## src/core/vpd_map.vh

```
// constants for the video port direction control block
// assumes one 250 MHz clock and static control bits from the host side
// Summary of operation
// - eight two-way ports, six 13-bit, two 11-bit
// - direction low: ports 1-4 in, 5-8 out
// - direction high: ports 1-4 out, 5-8 in
// - flag mode: bit 12 ports 1-3 carry flags
// - disable pin high tri-states every port
// - disable pin sampled on clock edges
// - vertical and field flags feed output mux
// - all pin timing on rising system clock edge
// - horizontal flag feeds output mux
`ifndef VPD_MAP_VH
`define VPD_MAP_VH
`define VPD_WIDE_W      13
`define VPD_NARROW_W    11
`define VPD_FLAG_BIT    12
`define VPD_WIDE_RST    13'h0000
`define VPD_NARROW_RST  11'h000
// ********************************************************
// slot masks and synchroniser reset levels
// ********************************************************
`define VPD_WIDE_MASK   13'h1fff
`define VPD_NARROW_MASK 13'h07ff
`define VPD_FLAG_MASK   13'h1000
`define VPD_VIDEO_MASK  13'h0fff
`define VPD_LINES_OFF   13'h0000
`define VPD_BANK_RST    52'h0
`define VPD_DIS_RST     1'b1
`define VPD_DIR_RST     1'b0
`define VPD_FLAG_EN_RST 1'b0
`define VPD_FLAG_RST    1'b0
`endif

```

## src/core/vpd_port_ctrl.v

```verilog
// direction and enable control for eight two-way video data ports
// assumes the core supplies video words and flags on clk_in; control bits are static
`timescale 1ns/1ps
`include "vpd_map.vh"
module vpd_port_ctrl (
   input  wire                         clk_in,
   input  wire                         resetn_in,
   input  wire                         port_direction_in,
   input  wire                         timing_flag_output_enable_in,
   input  wire                         port_disable_pin_in,
   input  wire                         h_flag_in,
   input  wire                         v_flag_in,
   input  wire                         f_flag_in,
   input  wire [4*`VPD_WIDE_W-1:0]     core_bank_a_in,
   input  wire [4*`VPD_WIDE_W-1:0]     core_bank_b_in,
   input  wire [4*`VPD_WIDE_W-1:0]     pin_bank_a_in,
   input  wire [4*`VPD_WIDE_W-1:0]     pin_bank_b_in,
   output reg  [4*`VPD_WIDE_W-1:0]     pin_bank_a_out,
   output reg  [4*`VPD_WIDE_W-1:0]     pin_bank_a_oe_out,
   output reg  [4*`VPD_WIDE_W-1:0]     pin_bank_b_out,
   output reg  [4*`VPD_WIDE_W-1:0]     pin_bank_b_oe_out,
   output reg  [4*`VPD_WIDE_W-1:0]     video_bank_a_out,
   output reg  [4*`VPD_WIDE_W-1:0]     video_bank_b_out
);
   // ********************************************************
   // slot layout
   // ********************************************************
   // bank a = ports one to four, bank b = ports five to eight
   // each port sits in a 13-bit slot, port one or five lowest;
   // the fourth slot of each bank uses only its low 11 bits, its upper
   // two lines are never driven and always read back as zero

   // ********************************************************
   // synchroniser registers
   // ********************************************************
   reg                        dis_s1;
   reg                        dis_s2;
   reg                        dir_s1;
   reg                        dir_s2;
   reg                        flag_en_s1;
   reg                        flag_en_s2;
   reg                        h_s1;
   reg                        h_s2;
   reg                        v_s1;
   reg                        v_s2;
   reg                        f_s1;
   reg                        f_s2;
   reg [4*`VPD_WIDE_W-1:0]    pa_s1;
   reg [4*`VPD_WIDE_W-1:0]    pa_s2;
   reg [4*`VPD_WIDE_W-1:0]    pb_s1;
   reg [4*`VPD_WIDE_W-1:0]    pb_s2;

   // ********************************************************
   // control synchroniser
   // ********************************************************
   // host bits change on the host's own timing, so they are treated as
   // pins; disable resets high so no driver fights before setup
   always @(posedge clk_in or negedge resetn_in) begin
      if (!resetn_in) begin
         dis_s1     <= `VPD_DIS_RST;
         dis_s2     <= `VPD_DIS_RST;
         dir_s1     <= `VPD_DIR_RST;
         dir_s2     <= `VPD_DIR_RST;
         flag_en_s1 <= `VPD_FLAG_EN_RST;
         flag_en_s2 <= `VPD_FLAG_EN_RST;
      end else begin
         dis_s1     <= port_disable_pin_in;
         dis_s2     <= dis_s1;
         dir_s1     <= port_direction_in;
         dir_s2     <= dir_s1;
         flag_en_s1 <= timing_flag_output_enable_in;
         flag_en_s2 <= flag_en_s1;
      end
   end

   // ********************************************************
   // flag synchroniser
   // ********************************************************
   // flags lag the same-clock video words by two cycles; the core must
   // lead them if exact alignment on the port matters
   always @(posedge clk_in or negedge resetn_in) begin
      if (!resetn_in) begin
         h_s1 <= `VPD_FLAG_RST;
         h_s2 <= `VPD_FLAG_RST;
         v_s1 <= `VPD_FLAG_RST;
         v_s2 <= `VPD_FLAG_RST;
         f_s1 <= `VPD_FLAG_RST;
         f_s2 <= `VPD_FLAG_RST;
      end else begin
         h_s1 <= h_flag_in;
         h_s2 <= h_s1;
         v_s1 <= v_flag_in;
         v_s2 <= v_s1;
         f_s1 <= f_flag_in;
         f_s2 <= f_s1;
      end
   end

   // ********************************************************
   // pin read-back synchroniser
   // ********************************************************
   // every line is sampled, driven or not; the masks pick the video later
   always @(posedge clk_in or negedge resetn_in) begin
      if (!resetn_in) begin
         pa_s1 <= `VPD_BANK_RST;
         pa_s2 <= `VPD_BANK_RST;
      end else begin
         pa_s1 <= pin_bank_a_in;
         pa_s2 <= pa_s1;
      end
   end

   always @(posedge clk_in or negedge resetn_in) begin
      if (!resetn_in) begin
         pb_s1 <= `VPD_BANK_RST;
         pb_s2 <= `VPD_BANK_RST;
      end else begin
         pb_s1 <= pin_bank_b_in;
         pb_s2 <= pb_s1;
      end
   end

   // ********************************************************
   // decoded control
   // ********************************************************
   wire                       disabled;
   wire                       dir;
   wire                       flag_en;

   assign disabled = dis_s2;
   assign dir      = dir_s2;
   assign flag_en  = flag_en_s2;

   // ********************************************************
   // per-port drive and capture
   // ********************************************************
   genvar p;
   generate
      for (p = 0; p < 4; p = p + 1) begin : g_port
         localparam integer LO = p * `VPD_WIDE_W;
         localparam integer HI = LO + `VPD_WIDE_W - 1;
         wire [`VPD_WIDE_W-1:0] mask;
         wire                   has_flag;
         wire                   flag_bit;
         wire                   flag_on;
         wire [`VPD_WIDE_W-1:0] in_mask;
         wire [`VPD_WIDE_W-1:0] next_a_oe;
         wire [`VPD_WIDE_W-1:0] next_b_oe;
         wire [`VPD_WIDE_W-1:0] next_a_dat;
         wire [`VPD_WIDE_W-1:0] next_b_dat;
         wire [`VPD_WIDE_W-1:0] next_a_video;
         wire [`VPD_WIDE_W-1:0] next_b_video;

         // narrow slot keeps its top two lines dead in every mode
         assign mask     = (p == 3) ? `VPD_NARROW_MASK : `VPD_WIDE_MASK;
         assign has_flag = (p < 3);
         assign flag_bit = (p == 0) ? h_s2 : ((p == 1) ? v_s2 : f_s2);
         assign flag_on  = has_flag && flag_en;
         // flag line is never video input while flag mode owns it
         assign in_mask  = flag_on ? `VPD_VIDEO_MASK : mask;

         // bank a drives when direction high, bank b when low
         assign next_a_oe = disabled ? `VPD_LINES_OFF :
                            (dir ? mask : (flag_on ? `VPD_FLAG_MASK : `VPD_LINES_OFF));
         assign next_b_oe = (disabled || dir) ? `VPD_LINES_OFF : mask;

         // flag replaces bit 12 whatever the direction
         assign next_a_dat = flag_on ? {flag_bit, core_bank_a_in[LO+`VPD_FLAG_BIT-1:LO]}
                                     : (core_bank_a_in[HI:LO] & mask);
         assign next_b_dat = core_bank_b_in[HI:LO] & mask;

         // the output bank reads back zero rather than its own drive
         assign next_a_video = dir ? `VPD_LINES_OFF : (pa_s2[HI:LO] & in_mask);
         assign next_b_video = dir ? (pb_s2[HI:LO] & mask) : `VPD_LINES_OFF;

         always @(posedge clk_in or negedge resetn_in) begin
            if (!resetn_in) begin
               pin_bank_a_out[HI:LO] <= `VPD_WIDE_RST;
            end else begin
               pin_bank_a_out[HI:LO] <= next_a_dat;
            end
         end

         always @(posedge clk_in or negedge resetn_in) begin
            if (!resetn_in) begin
               pin_bank_a_oe_out[HI:LO] <= `VPD_WIDE_RST;
            end else begin
               pin_bank_a_oe_out[HI:LO] <= next_a_oe;
            end
         end

         always @(posedge clk_in or negedge resetn_in) begin
            if (!resetn_in) begin
               pin_bank_b_out[HI:LO] <= `VPD_WIDE_RST;
            end else begin
               pin_bank_b_out[HI:LO] <= next_b_dat;
            end
         end

         always @(posedge clk_in or negedge resetn_in) begin
            if (!resetn_in) begin
               pin_bank_b_oe_out[HI:LO] <= `VPD_WIDE_RST;
            end else begin
               pin_bank_b_oe_out[HI:LO] <= next_b_oe;
            end
         end

         always @(posedge clk_in or negedge resetn_in) begin
            if (!resetn_in) begin
               video_bank_a_out[HI:LO] <= `VPD_WIDE_RST;
            end else begin
               video_bank_a_out[HI:LO] <= next_a_video;
            end
         end

         always @(posedge clk_in or negedge resetn_in) begin
            if (!resetn_in) begin
               video_bank_b_out[HI:LO] <= `VPD_WIDE_RST;
            end else begin
               video_bank_b_out[HI:LO] <= next_b_video;
            end
         end
      end
   endgenerate
endmodule

```

## config.mk

```make
export PLATFORM = sky130hd
export DESIGN_NAME = vpd_port_ctrl
export DESIGN_NICKNAME = d
export VERILOG_FILES = /design/src/core/vpd_port_ctrl.v
export VERILOG_INCLUDE_DIRS = /design/src /design/src/core
export SDC_FILE = /design/constraint.sdc
export NUM_CORES = 1
export LEC_CHECK = 0
export BUFFER_PORTS_ARGS = -buffer_cell sky130_fd_sc_hd__buf_2
export CORE_AREA = 4 4 205 207
export DETAILED_ROUTE_END_ITERATION = 8
export DIE_AREA = 0 0 209 211
export GPL_ROUTABILITY_DRIVEN = 0
export SLEW_MARGIN = 20
export SYNTH_ARGS = -nofsm -noshare
export SYNTH_HDL_FRONTEND = slang
export SYNTH_SLANG_ARGS = --single-unit
```

## constraint.sdc

```tcl
create_clock -name clk_in -period 1.8 [get_ports clk_in]
set_input_delay 0 -clock clk_in [delete_from_list [all_inputs] [get_ports clk_in]]
set_output_delay 0 -clock clk_in [all_outputs]
set_load 0.01 [all_outputs]
```

### Word-level counts from Yosys, hierarchy flattened

Index checks and enable logic that the tools add are counted.

* muxes and demuxes: 19
* bitwise gates (word level): 3
* reductions and logical operators: 1

Operators with widths (count)
* $mux W13: 15
* $mux W11: 4
* $and A13 B13 Y13: 3
* $logic_or A1 B1 Y1: 1

* register bits: 468
* input bits: 216

### Logic depth before layout (Yosys ltp)

Gate-level depths: netlist (run 1).

* word-level depth: 3
* mapped depth: 3

### Least setup slack after synthesis (run 1)

OpenSTA, ideal clock, no wires.

* kind: reg-to-output
* start: register pin_bank_b_oe_out[11] (netlist name)
* end: output pin_bank_b_oe_out[10]
* data arrival time: 1.347 ns
* required time: 1.800 ns
* setup slack: 0.453 ns
* cell stages (with the launch flop): 2
* path buffers: 1
* cell sequence: dfrtp_1 > buf_4

RTL lines
* end: declaration: line vpd_port_ctrl.v:21 `` output reg [4*`VPD_WIDE_W-1:0] pin_bank_b_oe_out, ``

==> metrics, run 1 <==
main combinational cell family by area after synthesis=buffers and inverters; Simple-Gate Fraction of Synth Area=5.34%; maxcap violations=0; DR DRC count=0; worst hold slack=just under 0.09 ns; Power Internal=15.6 mW; mean post-synth cell area=about 19 µm²; final hold vios=0; Synth Instances=643; I/O pins=roughly 530; gr usage total=between 10% and 20%; worst hold-check path type=primary input to register; per-cell routed wire length=around 16 µm; R2R Path Start=dir; mux contribution to synthesized area=0.282%; Site Rows=74; drt pass-1 iters=4; area grow syn2layout=51.0%; Final nets=~1500; register bit total from synthesis=approximately 420; Initial Util=~30%; placed insts=between 1500 and 2000; skew final=~0.013 ns; Die Width=209 µm; final setup TNS=0 ns; vias=between 7000 and 8000; maximum VDD drop=~1000 µV; postcts setup bufs=0; Mapped Area=12000 µm²; initial drt markers=152; post-route minimum period=1.60 ns; Clock Tree Buf Depth=3; Synth Area in XOR/XNOR=0%; hold depth=2; crit start category=primary input; first-pass GRT wire length=45.1 mm; final setup fails=0; Net Sw Frac=22.2%; Slew Viols, Final=0; clock root buffer=clkbuf_16; Reg2Reg Capture Point=video_bank_b_out[13]; Worst-path clk slew=around 0.060 ns; Reg2Reg Setup Slack=0.47 ns; clock share of power=42.7%; hold path startpoint=pin_bank_b_in[26]; fillcell total=3525; CP max FO=between 50 and 60; # port buffers=507; clk sink count=between 400 and 500; f_max=between 600 and 700 MHz; Core Box Area=40400 µm²; Worst Hold End=pb_s1[26]; total power=~20 mW; CTS tree=done; Switch Pwr=around 4.5 mW; initial antenna violation count=3; non-filler cells, final=1880; largest net degree at the start of global routing=55; Pwr Density=1110 nW/µm²; Worst EP arrival=roughly 2.3 ns; H-tree Lvls=2; area share of the largest cell type after synthesis=a little under nine tenths; layout cell share with drive strength beyond 1=44.8%; dpl cell area=between 10000 and 15000 µm²; post-place setup slack=0.399 ns; Post-Synth Adder-Cell Area=0%; Compound-Gate Fraction of Synth Area=less than 1%; Ys Warns=0; final wirelength=between 20 and 30 mm; Total Die Area=between 40000 and 50000 µm²; Routed Antenna Nets=0; most common cell after layout, fill and taps aside=buf_2; Worst-Skew Late Latency=roughly 0.54 ns; vias in the first global route=7897; crit share post-route=between 80% and 90%; FF-to-FF path depth=2; final core utilization=between 40 and 50%; Critical Path End Type=asynchronous set/reset pin; Synth cell types=14; CTS buffer count=43; Critical Path RT=2.50 ns; leakage power total=~9 nW; Worst Setup Path Type=primary input to asynchronous set/reset pin; Reg power frac=49.6%; global route overflow=0; Synth area leaders=dfrtp_1 (86%), buf_4 (7.0%), and2_1 (2.6%); status=finished, final reports clean; vias per cell=between 3 and 4; Comb power frac=under 10%; most frequent cells in the layout=buf_2 (506), dfrtp_1 (412), dlygate4sd3_1 (209); RSZ-0062 raised after global routing=no; setup ws final=0.203 ns; Finished Cell Area=between 15000 and 20000 µm²; Die Ht=~210 µm; DP HPWL=about 19 mm; sequential area share after synthesis=between 80% and 90%; relative slew slack=between 60% and 70%; area leader, netlist=dfrtp_1; Worst Tran Pin Value=0.565 ns
[logic make-up (layout without fill, tap and decap cells)]
group / count (synthesis) / after routing
flip-flops: 415 / 415
AND/OR/NAND/NOR: 102 / 102
other: 1 / 13
multiplexers: 3 / 3
buffers and inverters: 121 / 814
AO/OA/AOI/OAI: 1 / 1
[Yosys cell counts (all sizes together)]
master,count
mux2,3
and2,50
o21ba,1
nor2b,48
conb,1
nor3b,3
buf,118
dfrtp,413
dfstp,2
nor2,1
clkbuf,3
[sequential cells by signal, indices dropped and copies added, names as in the netlist, 2 cells and up]
name and cells:
pin_bank_b_out 50, pb_s1 50, pin_bank_a_out 50, g_port.flag_bit 2
video_bank_b_out 50, pa_s2 50, pa_s1 50, video_bank_a_out 50
pb_s2 50, pin_bank_a_oe_out 2
[worst max path at each step]
stage | end | start | slack [ns]
CTS | pb_s1[3] | resetn_in | 0.07
global placement | video_bank_b_out[15] | dir | 0.43
finish | pb_s1[3] | resetn_in | 0.20
global route | pb_s1[3] | resetn_in | 0.06
detailed placement | video_bank_b_out[13] | dir | 0.40
floorplan | pin_bank_b_oe_out[10] | pin_bank_b_oe_out[11] | 0.45
[critical path: stages]
cell and delay (ns):
dlygate4sd3_1 0.52, dlygate4sd3_1 0.59, buf_12 0.33, dlygate4sd3_1 0.84
[final cells by class]
| cell class | count | area (µm²) | area share (%) |
|---|---|---|---|
| Timing Repair Buffer | 737 | 4880 | 27.0 |
| Clock inverter | 14 | 106 | 0.589 |
| Sequential cell | 415 | 10400 | 57.5 |
| Multi-Input combinational cell | 118 | 728 | 4.03 |
| Clock buffer | 63 | 1290 | 7.16 |
| Tap cell | 532 | 666 | 3.68 |
| Antenna cell | 1 | 2.50 | 0.0139 |
[what timing repair did]
action / 4_1_cts / 5_1_grt
hold buffers: 209 / 0
gates resized for setup: 0 / 1
endpoints found under the hold margin: 619 / 0
setup endpoints to repair: 0 / 7
[power groups by stage]
stage / clock (mW) / combinational, mW / sequential (mW)
6_report: 8.57 / 1.55 / 9.95
5_1_grt: 9.29 / 1.69 / 10.0
4_1_cts: 8.87 / 1.56 / 9.96
3_5_place_dp: 0 / 1.20 / 10.1
3_3_place_gp: 0 / 1.18 / 10.1
2_1_floorplan: 0 / 0.369 / 10.2
[layer usage]
metal | wire [µm] | up-vias | track usage, %
met5 | 13 | - | 0
met2 | 15600 | 343 | 23.8
met3 | 2730 | 53 | 4.54
met4 | 785 | 2 | 4.48
li1 | - | 3193 | -
met1 | 10400 | 3492 | 14.5
(Power assumes the default switching activity.)
==> inputs of run 2 (changes only) <==
--- a/config.mk
+++ b/config.mk
@@ -7,9 +7,10 @@
 export NUM_CORES = 1
 export LEC_CHECK = 0
 export BUFFER_PORTS_ARGS = -buffer_cell sky130_fd_sc_hd__buf_2
-export CORE_AREA = 4 4 205 207
+export CORE_ASPECT_RATIO = 1.2
+export CORE_MARGIN = 4
+export CORE_UTILIZATION = 25
 export DETAILED_ROUTE_END_ITERATION = 8
-export DIE_AREA = 0 0 209 211
 export GPL_ROUTABILITY_DRIVEN = 0
 export SLEW_MARGIN = 20
 export SYNTH_ARGS = -nofsm -noshare
==> run 2 against run 1 <==
Effect of this change: combinational power hardly changed; design area is 0.12% higher; final cell count is 4.5% higher; non-clock buffer count is 6 lower; sequential power hardly changed; setup slack better by 0.19 ns; first-iteration DRC count is 11% higher; sequential cell count stayed put; global-route usage is 1.5 points lower; critical path depth is 2 lower; worst hold slack better by 0.0016 ns.
==> metrics, run 2 (synthesis gave the netlist of run 1 again) <==
status=finished, final reports clean; CP max FO=50; most frequent cells in the layout=buf_2 (506), dfrtp_1 (412), dlygate4sd3_1 (207); Initial Util=25.4%; maxcap violations=0; Worst Setup Path Type=register to primary output; CTS buffer count=42; CP max stage cell=dfrtp_1; vias per cell=3.69; worst-path cell chain=buf_4 > buf_2; global route overflow=0; Pwr Density=around 1100 nW/µm²; clk sink count=415; Reg2Reg Setup Slack=~0.66 ns; Slew Viols, Final=0; Worst-path clk slew=around 0.060 ns; final setup TNS=0 ns; # port buffers=507; Clock Tree Buf Depth=3; Worst EP arrival=1.41 ns; initial drt markers=169; crit start category=register; maximum VDD drop=slightly below 800 µV; vias=just over 7000; layout cell share with drive strength beyond 1=around 44%; post-place setup slack=0.655 ns; drt pass-1 iters=4; leakage power total=9.06 nW; area grow syn2layout=51.2%; Critical Path RT=1.80 ns; DR DRC count=0; H-tree Lvls=2; worst hold-check path type=primary input to register; f_max=about 710 MHz; worst hold slack=about 0.091 ns; I/O pins=528; Total Die Area=around 50000 µm²; setup ws final=approximately 0.39 ns; Net Sw Frac=a little under a quarter; first-pass GRT wire length=between 40 and 50 mm; Site Rows=87; skew final=0.0163 ns; postcts setup bufs=0; # resized after CTS=0; final wirelength=between 30 and 40 mm; Comb power frac=7.8%; clock share of power=between 40% and 50%; final setup fails=0; RSZ-0062 raised after global routing=no; largest net degree at the start of global routing=63; final core utilization=a little under two fifths; Die Width=~210 µm; gr usage total=about 12%; Worst-Skew Late Latency=0.54 ns; Switch Pwr=roughly 4.5 mW; initial antenna violation count=4; Critical Path End Type=primary output; Die Ht=approximately 250 µm; final hold vios=0; clock root buffer=clkbuf_16; crit share post-route=roughly four fifths; CTS tree=done; post-route minimum period=about 1.4 ns; per-cell routed wire length=15.6 µm; Power Internal=approximately 15 mW; vias in the first global route=between 7000 and 8000; most common cell after layout, fill and taps aside=buf_2; total power=about 20 mW; Routed Antenna Nets=0; DP HPWL=19.9 mm; Reg power frac=about half; CP peak stage delay=approximately 0.33 ns; Core Box Area=around 47000 µm²; Final nets=roughly 1500
## run 2: metal layers
metal	global-route usage, %	routed length, µm
met1	12.6	10600
met4	5.12	1300
met3	4.42	2990
met5	0	0
met2	20.4	15700
## run 2: final timing paths
| kind | start | endpoint | cells after the start |
|---|---|---|---|
| min | core_bank_a_in[4] | pin_bank_a_out[4] | 2 |
| max in group asynchronous | resetn_in | pa_s1[28] | 3 |
| min reg2reg | pa_s1[1] | pa_s2[1] | 0 |
| max | pin_bank_b_oe_out[11] | pin_bank_b_oe_out[42] | 2 |
| min in group asynchronous | resetn_in | pin_bank_b_out[24] | 3 |
| max reg2reg | dir | video_bank_b_out[36] | 2 |
## run 2: worst max-delay path: cells and delay by family (launching register included)
kind | cells | cell delay, ns
buffers and inverters | 2 | 0.52
flip-flops | 1 | 0.33
## run 2: layout make-up
cell class              count  area, µm²
fillers                  4315      29000
flip-flops and latches    415      10400
repair buffers            731       4830
clock buffers              54       1120
well taps                 623        779
multi-input cells         118        728
clock inverters            22        230
diodes                      2       5.00
## run 2: per-stage QoR
stage                     instance area [µm²]  std cells
after floorplan                         12000        654
after global placement                  14600       1679
after detailed placement                14600       1679
after CTS                               18100       1963
after global routing                    18100       1964
final                                   18100       1965
## run 2: repair_timing
| action | in CTS | in global routing |
|---|---|---|
| hold buffers | 208 | 0 |
| setup endpoints to repair | 0 | 0 |
| hold endpoints to repair | 619 | 0 |
## run 2: power groups by stage
stage	clock network, mW	registers, mW	logic (mW)
after floorplan	0	10.2	0.369
after global placement	0	10.1	1.19
after detailed placement	0	10.1	1.21
after CTS	8.78	9.94	1.58
after global routing	9.22	9.98	1.71
final	8.48	9.94	1.56
==> inputs of run 3 (changes only) <==
--- a/config.mk
+++ b/config.mk
@@ -6,6 +6,7 @@
 export SDC_FILE = /design/constraint.sdc
 export NUM_CORES = 1
 export LEC_CHECK = 0
+export ABC_AREA = 1
 export BUFFER_PORTS_ARGS = -buffer_cell sky130_fd_sc_hd__buf_2
 export CORE_ASPECT_RATIO = 1.2
 export CORE_MARGIN = 4
==> constraint.sdc (replaced) <==
create_clock -name clk_in -period 1.45 [get_ports clk_in]
set_input_delay 0 -clock clk_in [delete_from_list [all_inputs] [get_ports clk_in]]
set_output_delay 0 -clock clk_in [all_outputs]
set_load 0.01 [all_outputs]
==> run 3 against run 2 <==
Effect of this change: critical path depth rose by 2; non-clock buffer count rose by 5; count of clock-buffer cells in the layout rose by 5; area after synthesis rose by 0.96%; worst hold slack improved by 0.0074 ns; largest cell class unchanged; highest routed layer is now met5.
==> metrics, run 3 <==
status=finished, final reports clean; most frequent cells in the layout=buf_2 (506), dfrtp_1 (412), dlygate4sd3_1 (208); Die Ht=approximately 250 µm; layout cell share with drive strength beyond 1=between 40% and 50%; metal3 WL=3.18 mm; DR DRC count=0; area leader, netlist=dfrtp_1; Comb power frac=approximately 7.5%; Commonest cells post-synth=dfrtp_1 (413), buf_4 (112), inv_1 (99); final hold vios=0; crit-path leading delay family=buffers and inverters; Synth cell types=8; Mapped Area=about 12000 µm²; worst hold-check path type=primary input to register; maximum VDD drop=approximately 1200 µV; Site Rows=between 80 and 90; area share of the largest cell type after synthesis=~86%; final setup TNS=0 ns; Total Die Area=just over 50000 µm²; skew final=0.0130 ns; sequential area share after synthesis=86.0%; worst-path cell chain=dlygate4sd3_1 > dlygate4sd3_1 > buf_8 > buf_12; Ys Warns=0; vias in the first global route=8301; Metal-1 WL=10.2 mm; Power Internal=between 20 and 25 mW; CP max FO=71; Top Metal Used=met5; Initial Util=25.5%; Die Width=between 200 and 250 µm; final setup fails=0; per-cell routed wire length=~15 µm; DP HPWL=20.6 mm; initial drt markers=224; Routed Antenna Nets=0; Synth Instances=between 700 and 800; fillcell total=~4400; number of flops mapped to enable cells by yosys=0; Critical Path End Type=asynchronous set/reset pin; worst path buffer plus inverter count=4; clk sink count=just over 400; Worst-path clk slew=~0.060 ns; crit-path most repeated cell=dlygate4sd3_1; clock share of power=between 40% and 50%; CP max stage cell=dlygate4sd3_1; first-pass GRT wire length=47.2 mm; global route overflow=0; RSZ-0062 raised after global routing=no; post-route minimum period=roughly 1.3 ns; Slew Viols, Final=0; Core Box Area=~47000 µm²; leakage power total=slightly below 10 nW; vias=around 7500; area grow syn2layout=52.4%; crit share post-route=between 80% and 90%; Synth Flop Type=dfrtp_1; mean post-synth cell area=approximately 16 µm²; Reg power frac=a little under half; clock root buffer=clkbuf_16; crit start category=primary input; most common cell after layout, fill and taps aside=buf_2; maxcap violations=0; ys async rst share=100%; vias per cell=3.61; H-tree Lvls=2; Pwr Density=between 1000 and 1500 nW/µm²; Worst Setup Path Type=primary input to asynchronous set/reset pin; Worst EP arrival=roughly 2.0 ns; gr usage total=11.6%; final wirelength=around 31 mm; Worst-Skew Late Latency=0.54 ns; CP peak stage delay=between 0.5 and 0.6 ns; # port buffers=between 500 and 600; most common cell in the synthesized netlist=dfrtp_1; Critical Path RT=between 2 and 2.5 ns; CTS buffer count=43; largest net degree at the start of global routing=72; Net Sw Frac=approximately 22%; met2 wire len=approximately 16 mm; CTS tree=done; register bit total from synthesis=about 420; Synth area leaders=dfrtp_1 (86%), buf_4 (7.0%), inv_1 (3.1%); I/O pins=around 530; initial antenna violation count=6; worst hold slack=approximately 0.1 ns; Switch Pwr=about 5.6 mW; postcts setup bufs=0; drt pass-1 iters=4; Final nets=approximately 1600; Clock Tree Buf Depth=3; f_max=a little under 800 MHz
==> run 3: area by class of cell <==
cell class	count	area, µm²	area share (%)
sequential	415	10400	56.4
timing repair buffer	736	4860	26.4
clock buffer	59	1250	6.78
tap	623	779	4.23
multi-input combinational	128	480	2.61
inverter	99	372	2.02
clock inverter	19	277	1.50
antenna	3	7.51	0.0408
==> run 3: cells by family after synthesis <==
kind of cell / synth area share [%]
flops: 86.0
simple gates: 3.60
other cells: 0.0310
buf+inv: 10.4
==> run 3: metal layers <==
layer | vias up | track usage (%)
met5 | - | 0
met4 | 2 | 4.38
met3 | 64 | 4.52
met2 | 378 | 21.4
met1 | 3644 | 11.7
li1 | 3418 | -
==> run 3: per-stage QoR <==
step / instances / utilization [%] / instance area [µm²] / power [mW] / worst slack [ns]
after CTS: 2079 / 38.9 / 18400 / 26.3 / 0.0530
after detailed placement: 1793 / 31.2 / 14800 / 14.1 / 0.241
final: 2082 / 38.9 / 18400 / 25.9 / 0.162
after global routing: 2082 / 38.9 / 18400 / 26.9 / 0.00604
after global placement: 1793 / 31.2 / 14800 / 14.0 / 0.258
after floorplan: 762 / - / 12100 / 13.2 / 0.103
==> run 3: final timing paths <==
check / to / from / depth (start not counted) / slack (ns)
min in group asynchronous: pin_bank_a_out[32] / resetn_in / 3 / 0.54
max in group clk_in: pin_bank_b_oe_out[19] / pin_bank_b_oe_out[11] / 2 / 0.17
max reg2reg: video_bank_a_out[48] / dir / 2 / 0.28
min reg2reg: pb_s2[49] / pb_s1[49] / 0 / 0.34
min: pin_bank_b_out[2] / core_bank_b_in[2] / 2 / 0.1
max: pa_s2[28] / resetn_in / 4 / 0.16
==> run 3: power by group through the flow <==
| stage | combinational [mW] | sequential, mW | clock, mW |
|---|---|---|---|
| floorplan | 0.466 | 12.7 | 0 |
| finish | 1.95 | 12.4 | 11.6 |
| CTS | 1.97 | 12.4 | 11.9 |
| global placement | 1.49 | 12.6 | 0 |
| detailed placement | 1.51 | 12.6 | 0 |
| global route | 2.15 | 12.4 | 12.4 |
==> run 3: timing repair <==
item,in CTS,in global routing
hold buffers,208,0
resized for setup,0,2
endpoints found under the hold margin,621,0
setup endpoints to repair,0,42
